## config.mk

```make
export PLATFORM = sky130hd
export DESIGN_NAME = async_serial_control_regs
export DESIGN_NICKNAME = d
export VERILOG_FILES = /design/src/hdl/serial_regs_pkg.sv /design/src/hdl/rx_fifo_if.sv /design/src/hdl/async_serial_control_regs.sv /design/src/hdl/rx_fifo2.sv /design/src/hdl/carrier_gen.sv
export VERILOG_INCLUDE_DIRS = /design/src /design/src/hdl
export SDC_FILE = /design/constraint.sdc
export NUM_CORES = 1
export LEC_CHECK = 0
export ABC_AREA = 1
export BUFFER_PORTS_ARGS = -buffer_cell sky130_fd_sc_hd__clkbuf_2
export CAP_MARGIN = 25
export CORE_MARGIN = 8
export CORE_UTILIZATION = 58
export DETAILED_ROUTE_END_ITERATION = 10
export PLACE_DENSITY = 0.84
export SLEW_MARGIN = 0
export SYNTH_ARGS = -nofsm -noshare
export SYNTH_HDL_FRONTEND = slang
export SYNTH_SLANG_ARGS = --single-unit
```

## constraint.sdc

```tcl
create_clock -name clk_i -period 6.42 [get_ports clk_i]
set_input_delay 0.321 -clock clk_i [delete_from_list [all_inputs] [get_ports clk_i]]
set_output_delay 0.321 -clock clk_i [all_outputs]
set_load 0.01 [all_outputs]
```

## src/hdl/serial_regs_cfg.svh

```systemverilog
`ifndef SERIAL_REGS_CFG_SVH
`define SERIAL_REGS_CFG_SVH
// ----------------------------------------
// Register byte offsets
// ----------------------------------------
`define OFS_CLK   8'h00
`define OFS_MODE  8'h04
`define OFS_BAUD  8'h08
`define OFS_CTL   8'h0C
`define OFS_TXD   8'h10
`define OFS_RXD   8'h14
`define OFS_FLAG  8'h18
`define OFS_IEN   8'h1C
`define OFS_CAR   8'h20
// ----------------------------------------
// Field positions
// ----------------------------------------
`define CLK_DEBUG_RUN   8
`define MODE_CAR_SEL    12
`define MODE_CAR_EN     11
`define MODE_BAUD_DIV   10
`define MODE_RX_INV     9
`define MODE_TX_INV     8
`define MODE_PULLUP     6
`define MODE_OPEN_DRAIN 5
`define MODE_IR         4
`define MODE_LEN8       3
`define MODE_PAR_EN     2
`define MODE_PAR_ODD    1
`define MODE_STOP2      0
`define CTL_SRST    1
`define CTL_EN      0
`define WORD_FE     8
`define WORD_PE     9
// ----------------------------------------
// Masks, reset values and counts
// ----------------------------------------
`define CLK_MASK    16'h0133
`define MODE_MASK   16'h1F7F
`define BAUD_MASK   16'h0FFF
`define IEN_MASK    7'h7F
`define W1C_MASK    7'h78
`define REG_RST     16'h0000
`define SAMP_FAST   4'h3
`define SAMP_SLOW   4'hF
`define SRST_LEN    2'h2
`endif

```

## src/hdl/serial_regs_pkg.sv

```systemverilog
`default_nettype none
package serial_regs_pkg;
    typedef enum logic [1:0] {
        SRC_INTERNAL,
        SRC_LOW_FREQ,
        SRC_HIGH_FREQ,
        SRC_EXTERNAL
    } clk_src_t;
endpackage : serial_regs_pkg
`default_nettype wire

```

## src/hdl/rx_fifo_if.sv

```systemverilog
`timescale 1ns/100ps
`default_nettype none
interface rx_fifo_if;
    logic       push;
    logic [9:0] push_word;
    logic       pop;
    logic       clear;
    logic [9:0] head;
    logic [9:0] second;
    logic [1:0] count;
    modport owner (output push, push_word, pop, clear, input head, second, count);
    modport store (input push, push_word, pop, clear, output head, second, count);
endinterface : rx_fifo_if
`default_nettype wire

```

## src/hdl/async_serial_control_regs.sv

```systemverilog
// Behaviour
// - Clock source codes 0..3: internal, low-freq, high-freq, external input.
// - Internal/high-freq divide 1,2,4,8; other sources ignore the divide code, undivided.
// - Debug-run 1 keeps operating clock in debug mode; 0 withholds it.
// - Clock, mode and baud registers change only while disabled.
// - Carrier enable modulates output during high or low data periods.
// - Baud divider select: 1 gives 1/4, 0 gives 1/16 sampling.
// - Receive and transmit invert bits invert input and output lines.
// - Pull-up enable requests a pull-up on the input pad.
// - Output mode 1 is open-drain, 0 is push-pull.
// - Infrared mode enables the return-to-zero modulator path.
// - Data length 1 gives 8 bits, 0 gives 7 bits.
// - Parity enable adds parity; type 1 odd, 0 even.
// - Stop length 1 gives two stop bits, 0 gives one.
// - Baud register holds fine adjust 11..8 and rate count 7..0.
// - Soft reset clears flags and receive FIFO, not the registers; reads 1 then self-clears.
// - Module enable supplies operating clock; clearing it stops it.
// - Transmit write is taken whatever the empty flag; write clears it unless the shifter loads in the same cycle; resets to 1.
// - Receive port pops two-byte FIFO oldest first; flags drain.
// - Busy bits show frame reception and transmission in progress.
// - End and overrun clear on write 1; errors also on errored read.
// - Interrupt enable register holds seven enables at bits 6..0.
// - Carrier period field sets carrier frequency.
// - Carrier frequency is operating clock over twice (period plus one).
// - Interrupt request only while an enabled flag is set.
// - One-full sets on first byte, two-full on second unread byte.
`timescale 1ns/100ps
`default_nettype none
`include "serial_regs_cfg.svh"
module async_serial_control_regs (
    input  wire logic        clk_i,               // 250 MHz clock
    input  wire logic        rst_b_i,             // Async reset, low
    input  wire logic        hsel_i,              // AHB select
    input  wire logic [31:0] haddr_i,             // AHB address
    input  wire logic [1:0]  htrans_i,            // AHB transfer type
    input  wire logic        hwrite_i,            // AHB write
    input  wire logic [31:0] hwdata_i,            // AHB write data
    input  wire logic        hready_i,            // AHB ready in
    output var  logic [31:0] hrdata_o,            // AHB read data
    output var  logic        hreadyout_o,         // AHB ready out
    output var  logic        hresp_o,             // AHB response
    input  wire logic [3:0]  src_tick_i,          // Source clock enables
    input  wire logic        debug_mode_i,        // Processor in debug
    input  wire logic        tx_line_i,           // Shifter serial out
    input  wire logic        tx_load_i,           // Shifter took byte
    input  wire logic        tx_end_i,            // Stop bit sent
    input  wire logic        tx_busy_i,           // Sending frame
    input  wire logic        rx_busy_i,           // Receiving frame
    input  wire logic        rx_valid_i,          // Received byte pulse
    input  wire logic [7:0]  rx_data_i,           // Received byte
    input  wire logic        rx_frame_err_i,      // Stop bit was 0
    input  wire logic        rx_parity_err_i,     // Parity mismatch
    input  wire logic        serial_in_pin_i,     // Serial input pad
    output var  logic        serial_out_pin_o,    // Serial output pad
    output var  logic        serial_out_pin_oe_o, // Output pad enable
    output var  logic        pullup_enable_o,     // Input pad pull-up
    output var  logic        op_tick_o,           // Operating clock enable
    output var  logic        sample_tick_o,       // Sampling clock enable
    output var  logic        rx_line_o,           // Conditioned input
    output var  logic [7:0]  tx_data_o,           // Byte to send
    output var  logic        tx_data_valid_o,     // Byte waiting
    output var  logic        shifter_reset_o,     // Shifter soft reset
    output var  logic        data_length_o,       // 1: eight bits
    output var  logic        parity_enable_o,     // Parity on
    output var  logic        parity_type_o,       // 1: odd
    output var  logic        stop_length_o,       // 1: two stop bits
    output var  logic        infrared_mode_o,     // Infrared path on
    output var  logic [3:0]  fine_adjust_o,       // Fine adjust
    output var  logic [7:0]  rate_count_o,        // Rate count
    output var  logic        irq_o                // Interrupt request
);
    // ----------------------------------------
    // Helpers
    // ----------------------------------------
    function automatic logic hit(input logic [7:0] a, input logic [7:0] o);
        return a == o;
    endfunction : hit

    function automatic logic [2:0] div_max(input serial_regs_pkg::clk_src_t s,
                                           input logic [1:0] d);
        if (s == serial_regs_pkg::SRC_INTERNAL || s == serial_regs_pkg::SRC_HIGH_FREQ)
            return 3'((4'h1 << d) - 4'h1);
        return 3'h0;
    endfunction : div_max

    // ----------------------------------------
    // Bus slave
    // ----------------------------------------
    logic        pend;
    logic        pend_wr;
    logic [7:0]  pend_addr;
    logic        accept;
    logic        wr;
    logic        rd;
    logic [31:0] rd_mux;

    assign accept  = hsel_i && htrans_i[1] && hready_i;
    assign wr      = pend && pend_wr;
    assign rd      = pend && !pend_wr;
    assign hresp_o = 1'b0;

    always_ff @(posedge clk_i or negedge rst_b_i) begin
        if (!rst_b_i) begin
            pend        <= 1'b0;
            pend_wr     <= 1'b0;
            pend_addr   <= 8'h00;
            hreadyout_o <= 1'b1;
        end else begin
            pend        <= accept;
            hreadyout_o <= !accept;
            if (accept) begin
                pend_wr   <= hwrite_i;
                pend_addr <= haddr_i[7:0];
            end
        end
    end

    // ----------------------------------------
    // Configuration registers
    // ----------------------------------------
    logic [15:0] clk_reg;
    logic [15:0] mode_reg;
    logic [15:0] baud_reg;
    logic [6:0]  ien_reg;
    logic [7:0]  car_reg;
    logic        enable;
    logic        srst;
    logic [1:0]  srst_cnt;
    logic        cfg_open;

    assign cfg_open = !enable;

    always_ff @(posedge clk_i or negedge rst_b_i) begin
        if (!rst_b_i) begin
            clk_reg  <= `REG_RST;
            mode_reg <= `REG_RST;
            baud_reg <= `REG_RST;
            ien_reg  <= 7'h00;
            car_reg  <= 8'h00;
        end else if (wr) begin
            if (hit(pend_addr, `OFS_CLK) && cfg_open)
                clk_reg <= hwdata_i[15:0] & `CLK_MASK;
            if (hit(pend_addr, `OFS_MODE) && cfg_open)
                mode_reg <= hwdata_i[15:0] & `MODE_MASK;
            if (hit(pend_addr, `OFS_BAUD) && cfg_open)
                baud_reg <= hwdata_i[15:0] & `BAUD_MASK;
            if (hit(pend_addr, `OFS_IEN))
                ien_reg <= hwdata_i[6:0] & `IEN_MASK;
            if (hit(pend_addr, `OFS_CAR))
                car_reg <= hwdata_i[7:0];
        end
    end

    assign pullup_enable_o = mode_reg[`MODE_PULLUP];
    assign data_length_o   = mode_reg[`MODE_LEN8];
    assign parity_enable_o = mode_reg[`MODE_PAR_EN];
    assign parity_type_o   = mode_reg[`MODE_PAR_ODD];
    assign stop_length_o   = mode_reg[`MODE_STOP2];
    assign infrared_mode_o = mode_reg[`MODE_IR];
    assign fine_adjust_o   = baud_reg[11:8];
    assign rate_count_o    = baud_reg[7:0];

    // Enable stays writable; soft reset runs a fixed short sequence
    always_ff @(posedge clk_i or negedge rst_b_i) begin
        if (!rst_b_i) begin
            enable          <= 1'b0;
            srst            <= 1'b0;
            srst_cnt        <= 2'h0;
            shifter_reset_o <= 1'b0;
        end else begin
            shifter_reset_o <= srst;
            if (wr && hit(pend_addr, `OFS_CTL))
                enable <= hwdata_i[`CTL_EN];
            // Countdown must not stall when the control word is written again meanwhile
            if (wr && hit(pend_addr, `OFS_CTL) && hwdata_i[`CTL_SRST] && !srst) begin
                srst     <= 1'b1;
                srst_cnt <= `SRST_LEN;
            end else if (srst) begin
                srst_cnt <= 2'(srst_cnt - 2'h1);
                if (srst_cnt == 2'h1)
                    srst <= 1'b0;
            end
        end
    end

    // ----------------------------------------
    // Operating and sampling clock enables
    // ----------------------------------------
    logic       op_run;
    logic       src_sel;
    logic [2:0] div_cnt;
    logic [2:0] div_lim;
    logic [3:0] samp_cnt;
    logic [3:0] samp_lim;

    assign op_run   = enable && (!debug_mode_i || clk_reg[`CLK_DEBUG_RUN]);
    assign src_sel  = src_tick_i[clk_reg[1:0]];
    assign div_lim  = div_max(serial_regs_pkg::clk_src_t'(clk_reg[1:0]), clk_reg[5:4]);
    assign samp_lim = mode_reg[`MODE_BAUD_DIV] ? `SAMP_FAST : `SAMP_SLOW;

    always_ff @(posedge clk_i or negedge rst_b_i) begin
        if (!rst_b_i) begin
            div_cnt   <= 3'h0;
            op_tick_o <= 1'b0;
        end else begin
            op_tick_o <= op_run && src_sel && div_cnt >= div_lim;
            if (!op_run)
                div_cnt <= 3'h0;
            else if (src_sel)
                div_cnt <= (div_cnt >= div_lim) ? 3'h0 : 3'(div_cnt + 3'h1);
        end
    end

    always_ff @(posedge clk_i or negedge rst_b_i) begin
        if (!rst_b_i) begin
            samp_cnt      <= 4'h0;
            sample_tick_o <= 1'b0;
        end else begin
            sample_tick_o <= op_tick_o && samp_cnt >= samp_lim;
            if (!enable)
                samp_cnt <= 4'h0;
            else if (op_tick_o)
                samp_cnt <= (samp_cnt >= samp_lim) ? 4'h0 : 4'(samp_cnt + 4'h1);
        end
    end

    // ----------------------------------------
    // Receive buffer and flags
    // ----------------------------------------
    rx_fifo_if fif ();

    rx_fifo2 u_fifo (
        .clk_i   (clk_i),
        .rst_b_i (rst_b_i),
        .fif     (fif)
    );

    logic       tx_full;
    logic       tend;
    logic       fe;
    logic       pe;
    logic       ovr;
    logic [6:0] flag_vec;
    logic [6:0] w1c;
    logic       fe_set;
    logic       pe_set;
    logic       two_full;
    logic       irq_cause;

    assign two_full      = fif.count == 2'h2;
    assign fif.clear     = srst;
    assign fif.push      = rx_valid_i && !two_full && !srst;
    assign fif.push_word = {rx_parity_err_i, rx_frame_err_i, rx_data_i};
    assign fif.pop       = rd && hit(pend_addr, `OFS_RXD) && fif.count != 2'h0;
    assign flag_vec      = {tend, fe, pe, ovr, two_full, fif.count != 2'h0, !tx_full};
    assign w1c           = (wr && hit(pend_addr, `OFS_FLAG)) ? hwdata_i[6:0] & `W1C_MASK
                                                           : 7'h00;
    // Error flags rise only when the errored byte reaches the head
    assign fe_set = (fif.push && fif.count == 2'h0 && rx_frame_err_i)
                 || (fif.pop && two_full && fif.second[`WORD_FE]);
    assign pe_set = (fif.push && fif.count == 2'h0 && rx_parity_err_i)
                 || (fif.pop && two_full && fif.second[`WORD_PE]);
    assign tx_data_valid_o = tx_full;
    assign irq_cause       = |(flag_vec & ien_reg);

    always_ff @(posedge clk_i or negedge rst_b_i) begin
        if (!rst_b_i) begin
            tx_full <= 1'b0;
            tend    <= 1'b0;
            fe      <= 1'b0;
            pe      <= 1'b0;
            ovr     <= 1'b0;
        end else if (srst) begin
            tx_full <= 1'b0;
            tend    <= 1'b0;
            fe      <= 1'b0;
            pe      <= 1'b0;
            ovr     <= 1'b0;
        end else begin
            if (tx_load_i)
                tx_full <= 1'b0;
            else if (wr && hit(pend_addr, `OFS_TXD))
                tx_full <= 1'b1;
            if (tx_end_i && !tx_full)
                tend <= 1'b1;
            else if (w1c[6])
                tend <= 1'b0;
            if (fe_set)
                fe <= 1'b1;
            else if (w1c[5] || (fif.pop && fif.head[`WORD_FE]))
                fe <= 1'b0;
            if (pe_set)
                pe <= 1'b1;
            else if (w1c[4] || (fif.pop && fif.head[`WORD_PE]))
                pe <= 1'b0;
            if (rx_valid_i && two_full)
                ovr <= 1'b1;
            else if (w1c[3])
                ovr <= 1'b0;
        end
    end

    always_ff @(posedge clk_i or negedge rst_b_i) begin
        if (!rst_b_i) begin
            tx_data_o <= 8'h00;
            irq_o     <= 1'b0;
        end else begin
            irq_o <= irq_cause;
            if (wr && hit(pend_addr, `OFS_TXD))
                tx_data_o <= hwdata_i[7:0];
        end
    end

    // ----------------------------------------
    // Read data
    // ----------------------------------------
    always_comb begin
        rd_mux = 32'h0000_0000;
        case (pend_addr)
            `OFS_CLK:  rd_mux[15:0] = clk_reg;
            `OFS_MODE: rd_mux[15:0] = mode_reg;
            `OFS_BAUD: rd_mux[15:0] = baud_reg;
            `OFS_CTL:  rd_mux[1:0]  = {srst, enable};
            `OFS_TXD:  rd_mux[7:0]  = tx_data_o;
            `OFS_RXD:  rd_mux[7:0]  = fif.head[7:0];
            `OFS_FLAG: rd_mux[9:0]  = {rx_busy_i, tx_busy_i, 1'b0, flag_vec};
            `OFS_IEN:  rd_mux[6:0]  = ien_reg;
            `OFS_CAR:  rd_mux[7:0]  = car_reg;
            default:   rd_mux       = 32'h0000_0000;
        endcase
    end

    always_ff @(posedge clk_i or negedge rst_b_i) begin
        if (!rst_b_i)
            hrdata_o <= 32'h0000_0000;
        else
            hrdata_o <= rd ? rd_mux : 32'h0000_0000;
    end

    // ----------------------------------------
    // Line conditioning
    // ----------------------------------------
    logic rx_q1;
    logic rx_q2;
    logic rx_q3;
    logic wave;
    logic tx_lvl;

    carrier_gen #(.W(8)) u_car (
        .clk_i    (clk_i),
        .rst_b_i  (rst_b_i),
        .tick_i   (op_tick_o),
        .run_i    (mode_reg[`MODE_CAR_EN]),
        .period_i (car_reg),
        .wave_o   (wave)
    );

    always_comb begin
        tx_lvl = tx_line_i;
        if (mode_reg[`MODE_CAR_EN] && tx_line_i == mode_reg[`MODE_CAR_SEL])
            tx_lvl = wave;
        tx_lvl = tx_lvl ^ mode_reg[`MODE_TX_INV];
    end

    // Input held only once two later stages agree, rejecting a one-cycle glitch
    always_ff @(posedge clk_i or negedge rst_b_i) begin
        if (!rst_b_i) begin
            rx_q1               <= 1'b1;
            rx_q2               <= 1'b1;
            rx_q3               <= 1'b1;
            rx_line_o           <= 1'b1;
            serial_out_pin_o    <= 1'b1;
            serial_out_pin_oe_o <= 1'b1;
        end else begin
            rx_q1 <= serial_in_pin_i;
            rx_q2 <= rx_q1;
            rx_q3 <= rx_q2;
            if (rx_q2 == rx_q3)
                rx_line_o <= rx_q3 ^ mode_reg[`MODE_RX_INV];
            if (mode_reg[`MODE_OPEN_DRAIN]) begin
                serial_out_pin_o    <= 1'b0;
                serial_out_pin_oe_o <= !tx_lvl;
            end else begin
                serial_out_pin_o    <= tx_lvl;
                serial_out_pin_oe_o <= 1'b1;
            end
        end
    end
endmodule : async_serial_control_regs
`default_nettype wire

```

## src/hdl/rx_fifo2.sv

```systemverilog
`timescale 1ns/100ps
`default_nettype none
module rx_fifo2 (
    input  wire logic   clk_i,   // Clock
    input  wire logic   rst_b_i, // Async reset
    rx_fifo_if.store    fif      // Store side
);
    logic [9:0] mem [0:1];
    logic [1:0] count;

    assign fif.head   = mem[0];
    assign fif.second = mem[1];
    assign fif.count  = count;

    always_ff @(posedge clk_i or negedge rst_b_i) begin
        if (!rst_b_i) begin
            count <= 2'h0;
        end else if (fif.clear) begin
            count <= 2'h0;
        end else begin
            count <= 2'(count + {1'b0, fif.push} - {1'b0, fif.pop});
        end
    end

    // Owner never pushes when full nor pops when empty
    always_ff @(posedge clk_i) begin
        if (fif.pop) begin
            mem[0] <= mem[1];
        end
        if (fif.push) begin
            mem[1'(count - {1'b0, fif.pop})] <= fif.push_word;
        end
    end
endmodule : rx_fifo2
`default_nettype wire

```

## src/hdl/carrier_gen.sv

```systemverilog
`timescale 1ns/100ps
`default_nettype none
module carrier_gen #(
    parameter int W = 8
) (
    input  wire logic         clk_i,    // Clock
    input  wire logic         rst_b_i,  // Async reset
    input  wire logic         tick_i,   // Operating clock enable
    input  wire logic         run_i,    // Carrier active
    input  wire logic [W-1:0] period_i, // Half period minus one
    output var  logic         wave_o    // Carrier wave
);
    logic [W-1:0] cnt;

    always_ff @(posedge clk_i or negedge rst_b_i) begin
        if (!rst_b_i) begin
            cnt    <= '0;
            wave_o <= 1'b0;
        end else if (!run_i) begin
            cnt    <= '0;
            wave_o <= 1'b0;
        end else if (tick_i) begin
            if (cnt == period_i) begin
                cnt    <= '0;
                wave_o <= !wave_o;
            end else begin
                cnt <= W'(cnt + 1'b1);
            end
        end
    end
endmodule : carrier_gen
`default_nettype wire

```

-- Word-level counts from Yosys, hierarchy flattened
Memory sizes are Yosys's and may differ from the RTL's.
Cells that the tools add are included.
- word-level logic and storage cells: 184
- memories: 1
- output and inout port bits: 68
- bits in registers: 113
- RAM bits: 20
- memory list (name ; words ; bits a word ; read ports ; clocked after memory_dff ; write ports ; RTL line ; source):
    u_fifo.mem ; 2 ; 10 ; 2 ; 0 ; 2 ; rx_fifo2.sv:8 ; logic [9:0] mem [0:1];
- equality and inequality tests: 18
- bitwise logic cells: 3
- add/subtract/negate cells: 8
- muxes and demuxes: 53
- shift operators: 1
- magnitude comparators: 3
- reductions and logical operators: 63
- operators by type and width (kind ; count):
    $pmux 5 s8 ; 1
    $eq 8x5->1 const B ; 4
    $logic_and 1x1->1 ; 31
    $mux 1 ; 30
    $mux 8 ; 3
    $pmux 2 s9 ; 1
    $eq 8x4->1 const B ; 2
    $mux 4 ; 4
    $mux 3 ; 5
    $reduce_bool 3->1 ; 5
    $mux 13 ; 1
    $reduce_and 2->1 ; 6
    $logic_not 1->1 ; 9
    $add 8x1->8 const B ; 1
    $eq 8x3->1 const B ; 1
    $eq 8x6->1 const B ; 1
    $eq 8x8->1 ; 1
    $logic_not 8->1 ; 1
    $pmux 2 s4 ; 1
    $and 7x7->7 ; 1
    $mux 7 ; 1
    $reduce_or 7->1 ; 1
    $logic_or 1x1->1 ; 6
    $mux 2 ; 3
    22 further kinds ; 29

-- Logic depth before layout (Yosys ltp)
- depth after elaboration: 9
- depth in mapped cells: 13
- depth with buffers taken out: 12

-- Cells and area by module
Synthesis repeated with hierarchy kept, for this count alone.
- cell total of the unflattened synthesis: 778
- area total of the unflattened synthesis: 6641.4 µm²
- modules (own cells, without submodules) (module ; sequential area each (µm²) ; instances ; area an instance (µm²) ; cells an instance):
    async_serial_control_regs ; 2561.2 ; 1 ; 5037.3 ; 598
    rx_fifo2 ; 650.6 ; 1 ; 877.1 ; 72
    carrier_gen ; 225.2 ; 1 ; 726.9 ; 108

-- Least setup slack after synthesis
Ideal clock, no wire load.
- kind: register to register
- start: register pend_addr[7]
- end: memory u_fifo.mem[0][0], enable pin
- arrival time: 1.907 ns
- clock period less this slack: 2.224 ns
- buffers on the path: 2
- stages on the path, launching flop included: 12
- slack: 4.196 ns
- setup time: 0.317 ns
- cells stage by stage: dfrtp_1 nor2_4 nand2_4 nor2_2 buf_4 nand3_1 nand2_1 inv_1 ha_1 inv_1 clkbuf_1 nand2_1
- RTL lines (what ; RTL line ; source):
    start: declaration ; async_serial_control_regs.sv:91 ; logic [7:0] pend_addr;
    start signal: assignment ; async_serial_control_regs.sv:113 ; pend_addr <= haddr_i[7:0];
    end: declaration ; rx_fifo2.sv:8 ;

==> flow_metrics.tcl <==
set metrics [dict create \
    cp_num_cells 10 \
    clk_transition_reported_paths_ns 0.06 \
    synth_sequential_area_ratio 0.533 \
    power_per_cell_area_mw_per_mm2 316 \
    critPathLaunch "pend_addr[7]" \
    place.port_buffers 96 \
    count_of_mapped_cells_out_of_synthesis 752 \
    clkPwrFrac 0.410 \
    internal_power_mw 1.73 \
    antenna_violations_before_repair 0 \
    drt_first_pass_iters 8 \
    postLayoutCellArea_mm2 0.00768 \
    crit_chain "nor2_4, nand2_4, nor2_2, nand2_1, nand2_1, nand2_1, inv_1, ha_1, inv_1, nand2_1" \
    data_arrival_time_of_the_worst_path_ns 3.11 \
    chipWidth_um 121 \
    die_height_um 121 \
    grt_setup_unrepaired "no" \
    detail_route.iter0.violations 591 \
    hp-class "primary input to flip-flop" \
    fill_cell_count 804 \
    postPlaceCellArea_mm2 0.00694 \
    drcViolationCount 0 \
    critPathMaxFanout 11 \
    synthDominantCellAreaShare 0.411 \
    final_cells 1019 \
    top_regs "u_fifo.mem: 20 flops, hrdata_o: 13 flops" \
    report.final.hold_viol_count 0 \
    synth_area_leaders "sky130_fd_sc_hd__dfrtp_1 41%, sky130_fd_sc_hd__nand2_1 14%, sky130_fd_sc_hd__edfxtp_1 9.3%" \
    gp_congestion 0.934 \
    syn_avg_cell_area_um2 8.58 \
    yosysWarningCount 0 \
    slew_violations 0 \
    floorplan.core_area_mm2 0.0108 \
    final_period_minus_worst_setup_slack_ns 2.93 \
    mostFrequentLayoutCells "244 x sky130_fd_sc_hd__nand2_1, 106 x sky130_fd_sc_hd__dfrtp_1, 95 x sky130_fd_sc_hd__clkbuf_2" \
    post_dr_vias_cell 5.47 \
    worst_setup_path_start_kind "flip-flop" \
    p_sw_frac 0.285 \
    fp-row-count 38 \
    synth_seq_cells 133 \
    final_min_period_over_clock_period 0.456 \
    r2r_slack_ns 3.49 \
    area_enclosed_by_the_die_boundary_mm2 0.0148 \
    achievable-frequency_mhz 341 \
    worst_path_largest_cell_delay_ns 0.41 \
    edff_count_synth 20 \
    initial_core_util 0.595 \
    cts_max_path_buffers 2 \
    cts.repair_timing.setup_buffer_count 0 \
    io-pin-count 161 \
    critPathTopFamily "simple AND/OR/NAND/NOR gates" \
    max_slew_margin 0.446 \
    num_antenna_cells 0 \
    async_flop_share 0.850 \
    num-nets-final 970 \
    result_of_the_run "finished clean" \
    wire_length_of_the_first_global_routing_pass_mm 26.7 \
    vdd_drop_max_v 0.000293 \
    maxcap_violations 0 \
    clock_latency_ns 0.52 \
    tritoncts_buffer_count 17 \
    crit_path_end "u_fifo.mem[0][6]" \
    pwr-share-comb 0.155 \
    synth.cell_area_mm2 0.00645 \
    worst-setup-path-type "flip-flop to flip-flop" \
    ctsHtreeMaxLevel 4 \
    synth_top_area_cell "sky130_fd_sc_hd__dfrtp_1" \
    final.setup.tns_ns 0 \
    routed-via-count 5576 \
    grt_max_degree 67 \
    rr_endpoint "u_fifo.mem[0][6]" \
    dp_hpwl_mm 11.6 \
    clock-sinks 133 \
    regMostFlops "u_fifo.mem" \
    reg2reg_start "pend_addr[7]" \
    cp_common_cell "sky130_fd_sc_hd__nand2_1" \
    final_count_of_negative_setup_slack_endpoints 0 \
    timing.reg2reg.worst_path_depth 10 \
    leakage_nw 3.99 \
    postRouteAntennaNets 0 \
    worst_path_max_delay_cell "sky130_fd_sc_hd__dfrtp_1" \
    cp-end-kind "flip-flop" \
    worstMarginPinSlew_ns 0.831 \
    largest_reg_flops 20 \
    seq_power_share 0.435 \
    globalRoute.totalOverflow 0 \
    critPathRequiredTime_ns 6.60 \
    final_layout_size_suffix_gt1_frac 0.199 \
    ys_dominant_reg_cell "sky130_fd_sc_hd__dfrtp_1" \
    final_common_cell "sky130_fd_sc_hd__nand2_1" \
    fin_worst_skew_ns 0.00890 \
    clock_tree_root_driver_cell "sky130_fd_sc_hd__clkbuf_8" \
    timing.critical_path.buf_inv 2 \
    average_wire_per_cell_in_the_routed_design_um 16.2 \
    placedCellCount 973 \
    switchingPower_uw 691 \
    groute.usage.overall 0.230 \
    detailed_route_wire_length_mm 16.5 \
    area_growth_syn_to_layout_pct 19.1 \
    tritoncts "yes" \
    netlist-cell-type-count 39 \
    first_global_vias 5571 \
]
==> how the worst min path moves through the flow <==
| stage | start | endpoint | slack (ns) | cells after the start |
|---|---|---|---|---|
| finish | htrans_i[1] | hreadyout_o | 0.008 | 2 |
| global route | haddr_i[1] | pend_addr[1] | 0.008 | 3 |
| CTS | haddr_i[0] | pend_addr[0] | 0.001 | 3 |
| detailed placement | rx_q1 | rx_q2 | 0.35 | 0 |
| global placement | rx_q1 | rx_q2 | 0.35 | 0 |
| floorplan | rst_b_i | baud_reg[0] | 0.03 | 0 |
==> per-stage QoR <==
step                       util  total power [mW]  setup slack (ns)  hold slack, ns
after floorplan               -              1.32              4.20          0.0254
after global placement    0.640              1.41              3.61           0.346
after detailed placement  0.640              1.43              3.56           0.348
after CTS                 0.709              2.43              3.50         0.00121
after global routing      0.709              2.52              3.23         0.00775
final                     0.709              2.43              3.49         0.00770
==> power by group through the flow <==
stage	combinational, mW	clock, mW	sequential [mW]
final	0.376	0.994	1.06
after global placement	0.345	0	1.06
after global routing	0.426	1.03	1.07
after detailed placement	0.361	0	1.07
after CTS	0.377	0.996	1.05
after floorplan	0.267	0	1.05
==> area by class of cell <==
cell class              count  area [um2]  share of cell area
clock buffers              18         418              0.0544
clock inverters            14         185              0.0241
inverters                  69         264              0.0344
multi-input cells         534        2570               0.335
flip-flops and latches    133        3440               0.447
well taps                 140         175              0.0228
repair buffers            111         631              0.0821
==> synth_stat cells (7+ instances only) <==
master,instances
sky130_fd_sc_hd__a21oi_1,30
sky130_fd_sc_hd__buf_4,22
sky130_fd_sc_hd__dfrtp_1,106
sky130_fd_sc_hd__dfstp_2,7
sky130_fd_sc_hd__edfxtp_1,20
sky130_fd_sc_hd__ha_1,11
sky130_fd_sc_hd__inv_1,62
sky130_fd_sc_hd__nand2_1,244
sky130_fd_sc_hd__nand3_1,34
sky130_fd_sc_hd__nand4_1,8
sky130_fd_sc_hd__nor2_1,65
sky130_fd_sc_hd__nor2_4,9
sky130_fd_sc_hd__o21ai_0,48
sky130_fd_sc_hd__o21ai_1,9
sky130_fd_sc_hd__o21ai_2,11
sky130_fd_sc_hd__xnor2_1,8
==> worst reg2reg max path, cell delays in order, from the launching register on <==
cell and delay [ns]:
sky130_fd_sc_hd__dfrtp_1 0.41, sky130_fd_sc_hd__nor2_4 0.17, sky130_fd_sc_hd__nand2_4 0.10, sky130_fd_sc_hd__nor2_2 0.37
sky130_fd_sc_hd__nand2_1 0.22, sky130_fd_sc_hd__nand2_1 0.11, sky130_fd_sc_hd__nand2_1 0.08, sky130_fd_sc_hd__inv_1 0.07
sky130_fd_sc_hd__ha_1 0.38, sky130_fd_sc_hd__inv_1 0.27, sky130_fd_sc_hd__nand2_1 0.39
==> kinds of logic after synthesis <==
family / Yosys count / synth area share
flip-flops: 133 / 0.533
XOR/XNOR: 14 / 0.0190
adder cells (fa/ha/maj): 11 / 0.0213
other: 1 / 0.000581
buffers and inverters: 104 / 0.0795
AO/OA/AOI/OAI: 111 / 0.0973
AND/OR/NAND/NOR: 378 / 0.250
==> layer usage <==
metal  global-route usage  part of all wire
met4                0.109             0.028
met3               0.0586             0.082
met5                    0                 0
met1                0.281              0.40
met2                0.373              0.49
==> repair_timing <==
action / 4_1_cts / 5_1_grt
gates resized for setup: 0 / 0
hold endpoints to repair: 60 / 0
endpoints found under the setup margin: 0 / 0
hold buffers: 14 / 0
No activity file was read; power rests on OpenSTA's default activity.
